==> src/shared/rdt_pkg.sv <==
`default_nettype none
package rdt_pkg;
  // register map
  localparam logic [7:0]  RDT_TRIM_ADDR    = 8'h08;
  localparam logic [7:0]  RDT_TRIM_RESET   = 8'h00;
  localparam int          RDT_SIGN_BIT     = 7;
  localparam logic [6:0]  RDT_MAG_OFF      = 7'h00;
  // timebase prescaler
  localparam logic [15:0] RDT_PRE_WRAP     = 16'h8000;
  localparam logic [5:0]  RDT_LAST_SEC     = 6'h3b;
  localparam int          RDT_COARSE_BIT   = 8;
  // square wave taps of the prescaler
  localparam int          RDT_TAP_1HZ      = 14;
  localparam int          RDT_TAP_4K       = 2;
  localparam int          RDT_TAP_8K       = 1;
  localparam int          RDT_TAP_64HZ     = 8;
  localparam logic [1:0]  RDT_FS_1HZ       = 2'h0;
  localparam logic [1:0]  RDT_FS_4K        = 2'h1;
  localparam logic [1:0]  RDT_FS_8K        = 2'h2;
  localparam logic [1:0]  RDT_FS_32K       = 2'h3;
endpackage : rdt_pkg
`default_nettype wire

==> src/rtl/rdt_sync2.sv <==
`default_nettype none
module rdt_sync2
(
  // clock and reset
  input  wire logic       sys_clk_i,
  input  wire logic       rst_i,
  // asynchronous levels in, synchronised levels out
  input  wire logic [1:0] async_i,
  output logic      [1:0] sync_o
);

  typedef struct packed
  {
    logic [1:0] meta;
    logic [1:0] stable;
  } rdt_sync_t;

  rdt_sync_t q;
  rdt_sync_t d;

  // first stage feeds only the second
  always_comb
  begin
    d        = q;
    d.meta   = async_i;
    d.stable = q.meta;
  end

  always_ff @(posedge sys_clk_i)
  begin
    if (rst_i)
    begin
      q <= '0;
    end
    else
    begin
      q <= d;
    end
  end

  assign sync_o = q.stable;

endmodule // rdt_sync2
`default_nettype wire

==> src/rtl/rdt_trim.sv <==
`default_nettype none
module rdt_trim
(
  // clock and reset
  input  wire logic       sys_clk_i,
  input  wire logic       rst_i,
  // register port from the serial interface
  input  wire logic [7:0] reg_addr_i,
  input  wire logic       reg_wr_i,
  input  wire logic [7:0] reg_wdata_i,
  output logic      [7:0] reg_rdata_o,
  // timebase and supply state pins
  input  wire logic       osc_clk_i,
  input  wire logic       on_backup_i,
  // control bits from the control register
  input  wire logic       coarse_trim_enable_i,
  input  wire logic       square_wave_enable_i,
  input  wire logic [1:0] output_frequency_select_i,
  // timekeeping and pin outputs
  output logic            sec_tick_o,
  output logic            sqw_o
);

  typedef struct packed
  {
    logic [7:0]  trim;
    logic        osc_prev;
    logic [14:0] pre;
    logic [5:0]  secs;
    logic [7:0]  corr_left;
    logic        corr_add;
    logic        sec_tick;
    logic        sqw;
    logic [7:0]  rdata;
  } rdt_state_t;

  localparam rdt_state_t RST_STATE =
    '{trim: rdt_pkg::RDT_TRIM_RESET, default: '0};

  rdt_state_t  q;
  rdt_state_t  d;
  logic [1:0]  sync_lv;
  logic        osc_s;
  logic        bk_s;
  logic        osc_rise;
  logic [6:0]  mag;
  logic        hold;
  logic [15:0] inc;
  logic [15:0] sum;
  logic        wrap;
  logic        trig_min;
  logic        trig_crs;
  logic        trig;

  rdt_sync2 u_sync
  (
    .sys_clk_i (sys_clk_i),
    .rst_i     (rst_i),
    .async_i   ({on_backup_i, osc_clk_i}),
    .sync_o    (sync_lv)
  );

  assign osc_s = sync_lv[0];
  assign bk_s  = sync_lv[1];

  always_comb
  begin
    d          = q;
    d.sec_tick = 1'b0;
    d.osc_prev = osc_s;
    osc_rise   = osc_s & ~q.osc_prev;
    mag        = q.trim[6:0];
    // removal swallows ticks, insertion counts two per tick
    hold       = (q.corr_left != 8'h00) && !q.corr_add;
    if (hold)
      inc = 16'h0000;
    else if (q.corr_left != 8'h00)
      inc = 16'h0002;
    else
      inc = 16'h0001;
    sum  = {1'b0, q.pre} + inc;
    wrap = sum >= rdt_pkg::RDT_PRE_WRAP;
    trig_min = osc_rise && wrap && !coarse_trim_enable_i
               && (q.secs == rdt_pkg::RDT_LAST_SEC);
    trig_crs = osc_rise && coarse_trim_enable_i
               && (sum[15:rdt_pkg::RDT_COARSE_BIT]
                   != {1'b0, q.pre[14:rdt_pkg::RDT_COARSE_BIT]});
    // backup supply deliberately not a term here
    trig = (trig_min || trig_crs) && (mag != rdt_pkg::RDT_MAG_OFF);
    if (osc_rise)
    begin
      d.pre = wrap ? 15'(sum - rdt_pkg::RDT_PRE_WRAP) : sum[14:0];
      if (q.corr_left != 8'h00)
        d.corr_left = q.corr_left - 8'h01;
      if (wrap)
      begin
        d.sec_tick = 1'b1;
        d.secs = (q.secs == rdt_pkg::RDT_LAST_SEC) ? 6'h00
                                                   : q.secs + 6'h01;
      end
    end
    // a new interval reloads even if the last one ran long
    if (trig)
    begin
      d.corr_left = {mag, 1'b0};
      d.corr_add  = q.trim[rdt_pkg::RDT_SIGN_BIT];
    end
    // no enable bit: the next interval picks up the value
    if (reg_wr_i && (reg_addr_i == rdt_pkg::RDT_TRIM_ADDR))
      d.trim = reg_wdata_i;
    d.rdata = (reg_addr_i == rdt_pkg::RDT_TRIM_ADDR) ? q.trim : 8'h00;
    // square wave is off on backup supply
    if (bk_s || !square_wave_enable_i)
      d.sqw = 1'b0;
    else if (coarse_trim_enable_i)
      d.sqw = q.pre[rdt_pkg::RDT_TAP_64HZ];
    else
    begin
      unique case (output_frequency_select_i)
        rdt_pkg::RDT_FS_1HZ: d.sqw = q.pre[rdt_pkg::RDT_TAP_1HZ];
        rdt_pkg::RDT_FS_4K:  d.sqw = q.pre[rdt_pkg::RDT_TAP_4K];
        rdt_pkg::RDT_FS_8K:  d.sqw = q.pre[rdt_pkg::RDT_TAP_8K];
        rdt_pkg::RDT_FS_32K: d.sqw = osc_s;
      endcase
    end
  end

  always_ff @(posedge sys_clk_i)
  begin
    if (rst_i)
    begin
      q <= RST_STATE;
    end
    else
    begin
      q <= d;
    end
  end

  assign reg_rdata_o = q.rdata;
  assign sec_tick_o  = q.sec_tick;
  assign sqw_o       = q.sqw;
endmodule // rdt_trim
`default_nettype wire

==> config.mk <==
export PLATFORM = sky130hd
export DESIGN_NAME = rdt_trim
export DESIGN_NICKNAME = d
export VERILOG_FILES = /design/src/shared/rdt_pkg.sv /design/src/rtl/rdt_sync2.sv /design/src/rtl/rdt_trim.sv
export SDC_FILE = /design/constraint.sdc
export NUM_CORES = 1
export LEC_CHECK = 0
export BUFFER_PORTS_ARGS = -buffer_cell sky130_fd_sc_hd__buf_2
export CORE_UTILIZATION = 30
export CTS_CLUSTER_DIAMETER = 120
export DETAILED_ROUTE_END_ITERATION = 6
export MAX_ROUTING_LAYER = met4
export PLACE_DENSITY = 0.46
export SYNTH_ARGS = -nofsm -noshare
export SYNTH_HDL_FRONTEND = slang
export SYNTH_SLANG_ARGS = --single-unit
==> constraint.sdc <==
create_clock -name sys_clk_i -period 5.3 [get_ports sys_clk_i]
set_clock_uncertainty 0.1 [all_clocks]
set_input_delay 0.53 -clock sys_clk_i [delete_from_list [all_inputs] [get_ports sys_clk_i]]
set_output_delay 0.53 -clock sys_clk_i [all_outputs]
set_load 0.02 [all_outputs]
==> metrics, run 1 <==
status=finished, final reports clean; final hold violations=0; count of hold buffers inserted by post-cts repair=0; minimum clock period after layout=3.604 ns; FFs w/ async S/R, synth=0; final cell count without fillers=between 300 and 400; slowest stage cell, crit path=sky130_fd_sc_hd__nor4_1; Final Total Pwr=~0.76 mW; die height=slightly above 90 µm; largest incremental delay on the critical path=~0.97 ns; post-layout net count=~320; via-per-instance ratio=5.048; source-to-sink clock delay at the later pin of the worst-skew pair=0.31 ns; worst hold margin=just over 0.3 ns; Ant. Diodes=0; clock tree from TritonCTS=done; per-cell routed wire length=13.20 µm; final number of max-transition violations=0; Sink Count=53; DRT iter0 DRCs=62; total of flip-flops plus latches after synthesis=between 50 and 60; Critical Path RT=5.41 ns; Final Util=0.3585; most used cells in the layout excluding fill and tap cells=sky130_fd_sc_hd__dfxtp_1, sky130_fd_sc_hd__buf_2, sky130_fd_sc_hd__nor2_1; most common cell after layout, fill and taps aside=sky130_fd_sc_hd__dfxtp_1; Buffers on Ports=34; Ports=35; Floorplan Core Area=0.007888 mm²; Unique masters post-synth=50; clock buffer depth=2; critical path fanouts, max=7; post-CTS setup buffers=0; worst hold path class=flip-flop to flip-flop; final setup violation count=0; ratio of final minimum period to clock period=0.6800; width of the chip=93.15 µm; most used flip-flop cell after synthesis=sky130_fd_sc_hd__dfxtp_1; unrepaired setup endpoints after global routing=false; All-Layer GR Usage=0.1334; Avg Cell Area, Syn=9.231 µm²; Yosys top cell by area=sky130_fd_sc_hd__dfxtp_1; peak supply drop=between 0.1 and 0.15 mV; number of enable-type register cells in the synthesized netlist=0; Yosys Warn Count=0; share of the synthesized area in the top cell type=0.4257; number of global-route vias before repair=1900; cell type group with the largest total delay on the critical path=simple AND/OR/NAND/NOR gates; initial standard-cell utilization of the core=0.3160; pre-CTS setup slack=between 1.5 and 2 ns; First-pass DRT Iterations=4; setup slack of the critical path after layout=1.696 ns; antenna violation net count after detailed routing=0; number of antenna violations at the first check in global routing=0; Root Buffer Master=sky130_fd_sc_hd__clkbuf_8; synthesis-to-finish area growth=13.45%; power per standard cell area=270.4 mW/mm²; arrival time worst endpoint=3.71 ns; reported max-cap violation count=0; global-route wire length before repair=8970 µm; sum of net half-perimeters after detailed placement=3728 µm; buffers and inverters on the worst path=1; leakage power=1.113 nW; count of standard-cell rows=32; post-detailed-placement cell area=0.002690 mm²; remaining max-slew budget at the tightest pin=0.2484; total gr overflow=0; Non-Filler Cell Area, Final=0.002828 mm²; ordered list of cells on the worst path=inv_1 > ha_1 > nor4b_1 > and2_1 > nor2b_1 > ha_1 > a21oi_1 > nor4_1 > a311oi_1 > a41o_1; Clk pin slew, worst setup/hold paths=0.10 ns; overall routed net length=5242 µm; cts bufs inserted=5; cell area after synthesis=about 0.0025 mm²; slew at the pin closest to its max-slew limit=between 1 and 1.5 ns; Post-Place Cells=389; total number of H-tree levels=2; RePlAce Congestion=0.7688; category of the critical setup timing path=flip-flop to flip-flop; kind of start point of the critical path=flip-flop; area enclosed by the die boundary=0.008677 mm²; syn nets=300; largest net degree at the start of global routing=37; fraction of layout instances using a drive strength above 1=0.1763; CTS-repair resized insts=0; total number of vias=~2000; most used cell, CP=sky130_fd_sc_hd__ha_1; post-route setup TNS=0 ns; achievable frequency=between 0.2 and 0.3 GHz; Area contributors post-synth=sky130_fd_sc_hd__dfxtp_1, sky130_fd_sc_hd__mux2i_1, sky130_fd_sc_hd__a21oi_1, sky130_fd_sc_hd__nor2_1, sky130_fd_sc_hd__nor2b_1; gate count of the mapped netlist=270; kind of capture point of the worst setup path=flip-flop; Post-route DRC=0; count of filler cells inserted in the layout=827; sequential fraction of the synthesis area=0.4257
## synthesized netlist by cell type (4+ instances only)
library cell and count:
sky130_fd_sc_hd__dfxtp_1 53, sky130_fd_sc_hd__nor2_1 22, sky130_fd_sc_hd__a21oi_1 17, sky130_fd_sc_hd__mux2i_1 13, sky130_fd_sc_hd__nand2_1 13, sky130_fd_sc_hd__nor2b_1 13
sky130_fd_sc_hd__and2_1 11, sky130_fd_sc_hd__o21ai_0 9, sky130_fd_sc_hd__buf_4 8, sky130_fd_sc_hd__nand4_1 8, sky130_fd_sc_hd__nor3_1 8, sky130_fd_sc_hd__nand2b_1 7
sky130_fd_sc_hd__nor4_1 7, sky130_fd_sc_hd__clkbuf_1 6, sky130_fd_sc_hd__nand3_1 6, sky130_fd_sc_hd__xnor2_1 6, sky130_fd_sc_hd__mux2_2 5, sky130_fd_sc_hd__or3_1 5
sky130_fd_sc_hd__a41o_1 4, sky130_fd_sc_hd__ha_1 4, sky130_fd_sc_hd__inv_1 4
## layer usage
metal | global-route usage | up-vias | share of wire
met1 | 0.1689 | 956 | 0.50
met4 | 0.05000 | 0 | 0.012
met3 | 0.02439 | 6 | 0.019
li1 | - | 1020 | -
met5 | - | - | 0
met2 | 0.2120 | 22 | 0.47
## cell type report
cell class / count / area (µm²) / share of cell area
clock buffers: 5 / 68.82 / 0.02434
clock inverters: 3 / 68.82 / 0.02434
inverters: 4 / 15.01 / 0.005310
multi-input cells: 195 / 1309 / 0.4628
flip-flops and latches: 53 / 1061 / 0.3752
well taps: 102 / 127.6 / 0.04513
repair buffers: 35 / 177.7 / 0.06283
## cells by family (layout without fill, tap and decap cells)
| kind of cell | Yosys count | after routing | share of synthesized area |
|---|---|---|---|
| AO/OA/AOI/OAI | 45 | 45 | 0.1170 |
| XOR/XNOR | 8 | 8 | 0.02811 |
| adder cells (fa/ha/maj) | 5 | 5 | 0.02811 |
| buffers and inverters | 22 | 47 | 0.04919 |
| flip-flops | 53 | 53 | 0.4257 |
| multiplexers | 19 | 19 | 0.08383 |
| AND/OR/NAND/NOR | 118 | 118 | 0.2681 |
## power by group
group	leakage (nW)	internal, mW	switching, mW	total (mW)
clock	0.0687	0.190	0.143	0.333
sequential	0.428	0.401	0.00268	0.404
combinational	0.616	0.0130	0.0149	0.0280
## worst paths after layout
path,from,to,slack (ns),cells past startpoint
min reg2reg,u_sync.sync_o[1]$_SDFF_PP0_,sqw_o$_SDFF_PP0_,0.31,1
max,q[12]$_SDFFE_PP0P_,q[21]$_SDFFE_PP0N_,1.70,10
min,u_sync.sync_o[1]$_SDFF_PP0_,sqw_o$_SDFF_PP0_,0.31,1
max reg2reg,q[12]$_SDFFE_PP0P_,q[21]$_SDFFE_PP0N_,1.70,10
## state kept, by name (all words and copies together), names as in the netlist
signal,count
mag,7
q,32
reg_rdata_o,8
sec_tick_o,1
sqw_o,1
u_sync.d,2
u_sync.sync_o,2
Note: power is estimated with default switching activity, not from simulation.
==> run 2: changes to the inputs <==
--- a/config.mk
+++ b/config.mk
@@ -5,6 +5,7 @@
 export SDC_FILE = /design/constraint.sdc
 export NUM_CORES = 1
 export LEC_CHECK = 0
+export ABC_AREA = 1
 export BUFFER_PORTS_ARGS = -buffer_cell sky130_fd_sc_hd__buf_2
 export CORE_UTILIZATION = 30
 export CTS_CLUSTER_DIAMETER = 120
==> constraint.sdc (replaced) <==
create_clock -name sys_clk_i -period 3.6 [get_ports sys_clk_i]
set_clock_uncertainty 0.1 [all_clocks]
set_input_delay 0.36 -clock sys_clk_i [delete_from_list [all_inputs] [get_ports sys_clk_i]]
set_output_delay 0.36 -clock sys_clk_i [all_outputs]
set_load 0.02 [all_outputs]
==> run 2 against run 1 <==
  * Design area increased by 2.0%
  * Combinational power increased to 3.3 times the previous value
  * Maximum frequency increased by 38%
  * Via count increased by 9.3%
  * Cell count increased by 22%
  * Critical path type unchanged
  * Critical endpoint is now q[15]$_SDFFE_PP0P_
  * Largest cell class unchanged
  * Largest power group unchanged
  * Highest routed layer unchanged
==> metrics, run 2 <==
count of standard-cell rows=33 (+3.1%); critical path fanouts, max=17 (+10); Critical Path RT=3.76 ns (-1.65 ns); cell with the most instances after synthesis=sky130_fd_sc_hd__nor2_1; multiplexer share of the synthesized area=0 (-0.08384); First-pass DRT Iterations=4 (unchanged); Clk pin slew, worst setup/hold paths=0.11 ns (about the same); unrepaired setup endpoints after global routing=false; final setup violation count=0 (unchanged); total of flip-flops plus latches after synthesis=53 (unchanged); minimum clock period after layout=2.614 ns (-0.9903 ns); clock tree from TritonCTS=done; DRT iter0 DRCs=60 (-3.2%); Sink Count=53 (unchanged); slew at the pin closest to its max-slew limit=0.8514 ns (-0.2658 ns); stages on the worst setup path=15 (+5); most used flip-flop cell after synthesis=sky130_fd_sc_hd__dfxtp_1; post-CTS setup buffers=0 (unchanged); fraction of layout instances using a drive strength above 1=0.1504 (-0.02588); combinational family with the most area after synthesis=simple AND/OR/NAND/NOR gates; source-to-sink clock delay at the later pin of the worst-skew pair=0.31 ns (about the same); ordered list of cells on the worst path=inv_1 > ha_1 > nand2_1 > nor2_1 > ha_1 > fa_1 > nand2_1 > inv_1 > nand3_1 > nand2_2 > nand3_4 > nand3_1 > nand3_1 > nand2_1 > inv_1; count of filler cells inserted in the layout=934 (+13%); reported max-cap violation count=0 (unchanged); clock buffer depth=2 (unchanged); flip-flop count of the largest register after layout=32 (unchanged); internal power=0.7732 mW (+28%); largest net degree at the start of global routing=30 (-19%); kind of start point of the critical path=flip-flop; slowest stage cell, crit path=sky130_fd_sc_hd__fa_1; post-detailed-placement cell area=0.002789 mm² (+3.7%); clock group share of total power=0.341 (-0.095); cts bufs inserted=5 (unchanged); worst hold path class=input port to flip-flop; Post-Synth XOR/XNOR Area=0.03388 (+0.005769); post-route setup TNS=0 ns (unchanged); total gr overflow=0 (unchanged); compound-gate portion of the synthesized area=0.1060 (-0.01097); Non-Filler Cell Area, Final=0.002884 mm² (+2.0%); post-layout net count=408 (+26%); net load switching power=0.2794 mW (+74%); kind of capture point of the worst setup path=flip-flop; largest incremental delay on the critical path=0.39 ns (-0.58 ns); FFs w/ async S/R, synth=0 (unchanged); peak supply drop=0.1376 mV (+4.9%); area enclosed by the die boundary=0.008992 mm² (+3.6%); Floorplan Core Area=0.008258 mm² (+4.7%); area occupied by multi-input gates=0.001239 mm² (-5.4%); simple logic cell fraction of the synthesized area=0.3122 (+0.04413); Post-route DRC=0 (unchanged); Buffers on Ports=34 (unchanged); CTS-repair resized insts=0 (unchanged); gate count of the mapped netlist=352 (+30%); worst r2r path cells=15 (+5); register bank with the most flops=q; most used cells in the layout excluding fill and tap cells=sky130_fd_sc_hd__nor2_1, sky130_fd_sc_hd__nand2_1, sky130_fd_sc_hd__dfxtp_1; post-synthesis adder-cell area fraction=0.02711 (-0.001007); category of the critical setup timing path=flip-flop to flip-flop; number of enable-type register cells in the synthesized netlist=0 (unchanged); Sequential cell area=0.001061 mm² (unchanged); synthesis-to-finish area growth=11.57%; RePlAce Congestion=0.7573 (-1.5%); Unique masters post-synth=34 (-32%); number of global-route vias before repair=2243 (+18%); hold path cells=3 (+2); via-per-instance ratio=4.527 (-10%); final hold violations=0 (unchanged); cell area after synthesis=0.002585 mm² (+3.7%); achievable frequency=0.3826 GHz (+38%); overall routed net length=5672 µm (+8.2%); ratio of final minimum period to clock period=0.7260 (+0.04603); number of antenna violations at the first check in global routing=0 (unchanged); power per standard cell area=365.0 mW/mm² (+35%); Ant. Diodes=0 (unchanged); count of hold buffers inserted by post-cts repair=0 (unchanged); remaining max-slew budget at the tightest pin=0.4318 (+0.1834); antenna violation net count after detailed routing=0 (unchanged); Logic pwr share=0.088 (+0.051); top cell types by occurrence after synthesis=sky130_fd_sc_hd__nor2_1, sky130_fd_sc_hd__nand2_1, sky130_fd_sc_hd__dfxtp_1; total number of vias=2191 (+9.3%); final number of max-transition violations=0 (unchanged); sum of net half-perimeters after detailed placement=4204 µm (+13%); Yosys Warn Count=0 (unchanged); arrival time worst endpoint=2.78 ns (-0.93 ns); leakage power=1.205 nW (+8.2%); global-route wire length before repair=10170 µm (+13%); part of the total power dissipated in sequential elements=0.571 (+0.043); Avg Cell Area, Syn=7.344 µm² (-20%); status=finished, final reports clean; Yosys top cell by area=sky130_fd_sc_hd__dfxtp_1; Ports=35 (unchanged); Root Buffer Master=sky130_fd_sc_hd__clkbuf_8; per-cell routed wire length=11.72 µm (-11%); syn nets=382 (+27%); most common cell after layout, fill and taps aside=sky130_fd_sc_hd__nor2_1; net switching share of the total power=0.2654 (+0.05573); Area contributors post-synth=sky130_fd_sc_hd__dfxtp_1, sky130_fd_sc_hd__nor2_1, sky130_fd_sc_hd__nand2_1, sky130_fd_sc_hd__inv_1, sky130_fd_sc_hd__nand3_1; buffers and inverters on the worst path=3 (+2); width of the chip=94.83 µm (+1.8%); initial standard-cell utilization of the core=0.3130 (-0.002960); die height=94.83 µm (+1.8%); cell type group with the largest total delay on the critical path=simple AND/OR/NAND/NOR gates; All-Layer GR Usage=0.1485 (+0.01514); share of the synthesized area in the top cell type=0.4105 (-0.01525); total number of H-tree levels=2 (unchanged); sequential fraction of the synthesis area=0.4105 (-0.01525)
[run 2: worst paths after layout]
path                                              from                           to  slack [ns]
worst max-delay path                q[11]$_SDFFE_PP0P_           q[15]$_SDFFE_PP0P_        0.99
worst min-delay path                       on_backup_i       u_sync.d[1]$_SDFF_PP0_        0.15
worst max register to register      q[11]$_SDFFE_PP0P_           q[15]$_SDFFE_PP0P_        0.99
worst min register to register  u_sync.d[0]$_SDFF_PP0_  u_sync.sync_o[0]$_SDFF_PP0_        0.31
[run 2: layout make-up]
| class | count | share of cell area |
|---|---|---|
| Tap cell | 105 | 0.04555 |
| Timing Repair Buffer | 34 | 0.05900 |
| Sequential cell | 53 | 0.3679 |
| Clock inverter | 3 | 0.009111 |
| Inverter | 50 | 0.06508 |
| Multi-Input combinational cell | 234 | 0.4295 |
| Clock buffer | 5 | 0.02386 |
[run 2: cell families (layout without fill, tap and decap cells)]
| family | after synthesis | count (layout) |
|---|---|---|
| simple gates | 171 | 171 |
| buf+inv | 65 | 92 |
| xor+xnor | 10 | 10 |
| flops | 53 | 53 |
| compound gates | 48 | 48 |
| fa+ha+maj | 5 | 5 |
[run 2: worst reg2reg max path: stages, from the launching register on]
cell                      delay [ns]
sky130_fd_sc_hd__dfxtp_1        0.32
sky130_fd_sc_hd__inv_1          0.09
sky130_fd_sc_hd__ha_1           0.25
sky130_fd_sc_hd__nand2_1        0.16
sky130_fd_sc_hd__nor2_1         0.09
sky130_fd_sc_hd__ha_1           0.21
sky130_fd_sc_hd__fa_1           0.39
sky130_fd_sc_hd__nand2_1        0.13
sky130_fd_sc_hd__inv_1          0.05
sky130_fd_sc_hd__nand3_1        0.07
sky130_fd_sc_hd__nand2_2        0.14
sky130_fd_sc_hd__nand3_4        0.24
sky130_fd_sc_hd__nand3_1        0.10
sky130_fd_sc_hd__nand3_1        0.10
sky130_fd_sc_hd__nand2_1        0.05
sky130_fd_sc_hd__inv_1          0.07
[run 2: per-layer routing]
layer,up-vias,wire [µm],track usage
met3,2,122,0.03140
li1,1187,-,-
met5,-,0,-
met2,20,2685,0.2518
met1,982,2826,0.1796
met4,0,37,0.03409
[run 2: metrics by stage]
| stage | utilization | cells | setup slack (ns) | total power [mW] | hold WS, ns |
|---|---|---|---|---|---|
| final | 0.3492 | 484 | 0.9863 | 1.053 | 0.1504 |
| after global routing | 0.3492 | 484 | 0.6592 | 1.118 | 0.1443 |
| after CTS | 0.3492 | 484 | 0.9653 | 1.073 | 0.1463 |
| after detailed placement | 0.3377 | 476 | 0.9878 | 0.7081 | 0.2990 |
| after global placement | 0.3377 | 476 | 1.018 | 0.7074 | 0.2905 |
| after floorplan | - | 352 | 1.236 | 0.6797 | 0.2883 |
[run 2: power by group through the flow]
stage | Combinational, mW | Clock, mW | Sequential, mW
finish | 0.0926 | 0.359 | 0.601
global route | 0.109 | 0.407 | 0.602
floorplan | 0.0665 | 0 | 0.613
detailed placement | 0.0935 | 0 | 0.615
global placement | 0.0931 | 0 | 0.614
CTS | 0.0939 | 0.378 | 0.601
==> run 3: changes to the inputs <==
--- a/config.mk
+++ b/config.mk
@@ -11,7 +11,7 @@
 export CTS_CLUSTER_DIAMETER = 120
 export DETAILED_ROUTE_END_ITERATION = 6
 export MAX_ROUTING_LAYER = met4
-export PLACE_DENSITY = 0.46
+export PLACE_DENSITY = 0.48
 export SYNTH_ARGS = -nofsm -noshare
 export SYNTH_HDL_FRONTEND = slang
 export SYNTH_SLANG_ARGS = --single-unit
==> constraint.sdc (replaced) <==
create_clock -name sys_clk_i -period 2.2 [get_ports sys_clk_i]
set_clock_uncertainty 0.1 [all_clocks]
set_input_delay 0.22 -clock sys_clk_i [delete_from_list [all_inputs] [get_ports sys_clk_i]]
set_output_delay 0.22 -clock sys_clk_i [all_outputs]
set_load 0.02 [all_outputs]
==> run 3 against run 2 <==
  * First-iteration DRC count is 10% higher
  * Worst hold slack worse by 0.13 ns
  * Count of clock-buffer cells in the layout stayed put
  * Cell count is 6.6% higher
  * Non-clock buffer count is 29 higher
  * Sequential cell count stayed put
  * Highest routed layer unchanged
==> metrics, run 3 (synthesis results as in run 2) <==
peak supply drop=0.2039 mV (+48%); total number of vias=2356 (+7.5%); worst hold path endpoint=u_sync.d[1]$_SDFF_PP0_; power per standard cell area=531.3 mW/mm² (+46%); count of filler cells inserted in the layout=881 (-5.7%); category of the critical setup timing path=flip-flop to flip-flop; worst hold path class=input port to flip-flop; most used cells in the layout excluding fill and tap cells=sky130_fd_sc_hd__dfxtp_1, sky130_fd_sc_hd__nor2_1, sky130_fd_sc_hd__nand2_1; cts bufs inserted=5 (unchanged); Sink Count=53 (unchanged); final setup violation count=0 (unchanged); setup slack of the critical path after layout=0.00007150 ns (-0.9862 ns); R2R Setup Slk=0.00007 ns (-0.99 ns); net switching share of the total power=0.2670 (+0.001582); Post-Place Cells=500 (+5.0%); Clk pin slew, worst setup/hold paths=0.10 ns (about the same); clock group share of total power=0.322 (-0.019); FF-to-FF Start=q[11]$_SDFFE_PP0P_; internal power=1.299 mW (+68%); Non-Filler Cell Area, Final=0.003334 mm² (+16%); r2r endpoint=q[13]$_SDFFE_PP0P_; initial standard-cell utilization of the core=0.3130 (unchanged); Ports=35 (unchanged); critical path fanouts, max=4 (-13); achievable frequency=0.4546 GHz (+19%); synthesis-to-finish area growth=28.99%; final number of max-transition violations=0 (unchanged); width of the chip=94.83 µm (unchanged); sum of net half-perimeters after detailed placement=4383 µm (+4.3%); via-per-instance ratio=4.566 (+0.86%); pre-CTS setup slack=-0.1188 ns (-1.107 ns); global-route wire length before repair=10320 µm (+1.4%); worst hold margin=0.02011 ns (-0.1303 ns); final cell count without fillers=516 (+6.6%); per-cell routed wire length=11.86 µm (+1.2%); minimum clock period after layout=2.200 ns (-0.4138 ns); area occupied by multi-input gates=0.001464 mm² (+18%); number of antenna violations at the first check in global routing=0 (unchanged); hold path cells=3 (unchanged); reported max-cap violation count=0 (unchanged); slew at the pin closest to its max-slew limit=0.4326 ns (-0.4188 ns); Sequential cell area=0.001064 mm² (+0.24%); net load switching power=0.4731 mW (+69%); kind of start point of the critical path=flip-flop; post-layout net count=440 (+7.8%); Logic pwr share=0.123 (+0.035); most common cell after layout, fill and taps aside=sky130_fd_sc_hd__dfxtp_1; part of the total power dissipated in sequential elements=0.555 (-0.016); Post-route DRC=0 (unchanged); post-detailed-placement cell area=0.002987 mm² (+7.1%); worst r2r path cells=15 (unchanged); Hold Startpoint=on_backup_i; unrepaired setup endpoints after global routing=true; Root Buffer Master=sky130_fd_sc_hd__clkbuf_8; flip-flop count of the largest register after layout=32 (unchanged); First-pass DRT Iterations=4 (unchanged); Floorplan Core Area=0.008258 mm² (unchanged); leakage power=1.397 nW (+16%); arrival time worst endpoint=2.30 ns (-0.48 ns); area enclosed by the die boundary=0.008992 mm² (unchanged); count of standard-cell rows=33 (unchanged); largest net degree at the start of global routing=18 (-40%); number of global-route vias before repair=2180 (-2.8%); clock buffer depth=2 (unchanged); RePlAce Congestion=0.7967 (+5.2%); clock tree from TritonCTS=done; Buffers on Ports=34 (unchanged); remaining max-slew budget at the tightest pin=0.7109 (+0.2791); total number of H-tree levels=2 (unchanged); source-to-sink clock delay at the later pin of the worst-skew pair=0.31 ns (about the same); final hold violations=0 (unchanged); Critical Path RT=2.30 ns (-1.46 ns); ratio of final minimum period to clock period=1.000 (+0.2739); status=finished, final reports clean; die height=94.83 µm (unchanged); register bank with the most flops=q; overall routed net length=6121 µm (+7.9%); fraction of layout instances using a drive strength above 1=0.3017 (+0.1513); Ant. Diodes=0 (unchanged); kind of capture point of the worst setup path=flip-flop; antenna violation net count after detailed routing=0 (unchanged); DRT iter0 DRCs=66 (+10%); total gr overflow=0 (unchanged); All-Layer GR Usage=0.1525 (+0.003981)
## run 3: worst max-delay path by stage
stage | from | end | slack, ns | cells after the start
2_1_floorplan | q[12]$_SDFFE_PP0P_ | q[18]$_SDFFE_PP0P_ | 0.01 | 15
3_3_place_gp | q[12]$_SDFFE_PP0P_ | q[12]$_SDFFE_PP0P_ | -0.05 | 15
3_5_place_dp | q[12]$_SDFFE_PP0P_ | q[12]$_SDFFE_PP0P_ | -0.12 | 15
4_1_cts | q[11]$_SDFFE_PP0P_ | q[21]$_SDFFE_PP0N_ | 0.005 | 15
5_1_grt | q[11]$_SDFFE_PP0P_ | q[15]$_SDFFE_PP0P_ | -0.12 | 16
6_report | q[11]$_SDFFE_PP0P_ | q[13]$_SDFFE_PP0P_ | 0.00007 | 15
## run 3: layout make-up
class,instances,area share
multi-input combinational,237,0.4390
inverter,50,0.05629
clock inverter,3,0.006379
sequential,53,0.3189
tap,105,0.03940
clock buffer,5,0.02064
timing repair buffer,63,0.1193
## run 3: power groups by stage
stage / clock (mW) / combinational (mW) / sequential, mW
after global routing: 0.632 / 0.249 / 0.985
after CTS: 0.597 / 0.202 / 0.981
final: 0.570 / 0.219 / 0.983
after global placement: 0 / 0.187 / 1.00
after detailed placement: 0 / 0.189 / 1.00
after floorplan: 0 / 0.113 / 1.00
## run 3: per-layer routing
layer / up-vias / part of all wire / GRT usage
met5: - / 0 / -
met4: 0 / 0.0090 / 0.04293
met3: 5 / 0.031 / 0.02818
met2: 36 / 0.47 / 0.2452
met1: 1065 / 0.49 / 0.1948
li1: 1250 / - / -
## run 3: stage by stage
stage | util | setup TNS (ns) | power, mW
floorplan | - | 0 | 1.116
global placement | 0.3617 | -0.1451 | 1.190
detailed placement | 0.3617 | -1.036 | 1.192
CTS | 0.3848 | 0 | 1.780
global route | 0.4038 | -1.142 | 1.866
finish | 0.4038 | 0 | 1.772
## run 3: repair_timing
action,CTS,global route
endpoints found under the setup margin,20,23
resized for setup,14,35
hold buffers,1,0
setup buffers,2,2
pin swaps,3,5
hold endpoints to repair,1,0
cloned,3,0
## run 3: critical path, stage by stage (launching register included)
cell and delay (ns):
sky130_fd_sc_hd__dfxtp_2 0.33, sky130_fd_sc_hd__inv_2 0.07, sky130_fd_sc_hd__ha_4 0.14, sky130_fd_sc_hd__nand2_4 0.06, sky130_fd_sc_hd__nor2_4 0.16, sky130_fd_sc_hd__nor2_4 0.06
sky130_fd_sc_hd__ha_4 0.26, sky130_fd_sc_hd__nand2_2 0.05, sky130_fd_sc_hd__nand2_2 0.07, sky130_fd_sc_hd__nand3b_1 0.14, sky130_fd_sc_hd__buf_6 0.17, sky130_fd_sc_hd__buf_6 0.11
sky130_fd_sc_hd__nand2_4 0.06, sky130_fd_sc_hd__nand4_1 0.14, sky130_fd_sc_hd__nand2_1 0.13, sky130_fd_sc_hd__a21oi_2 0.06
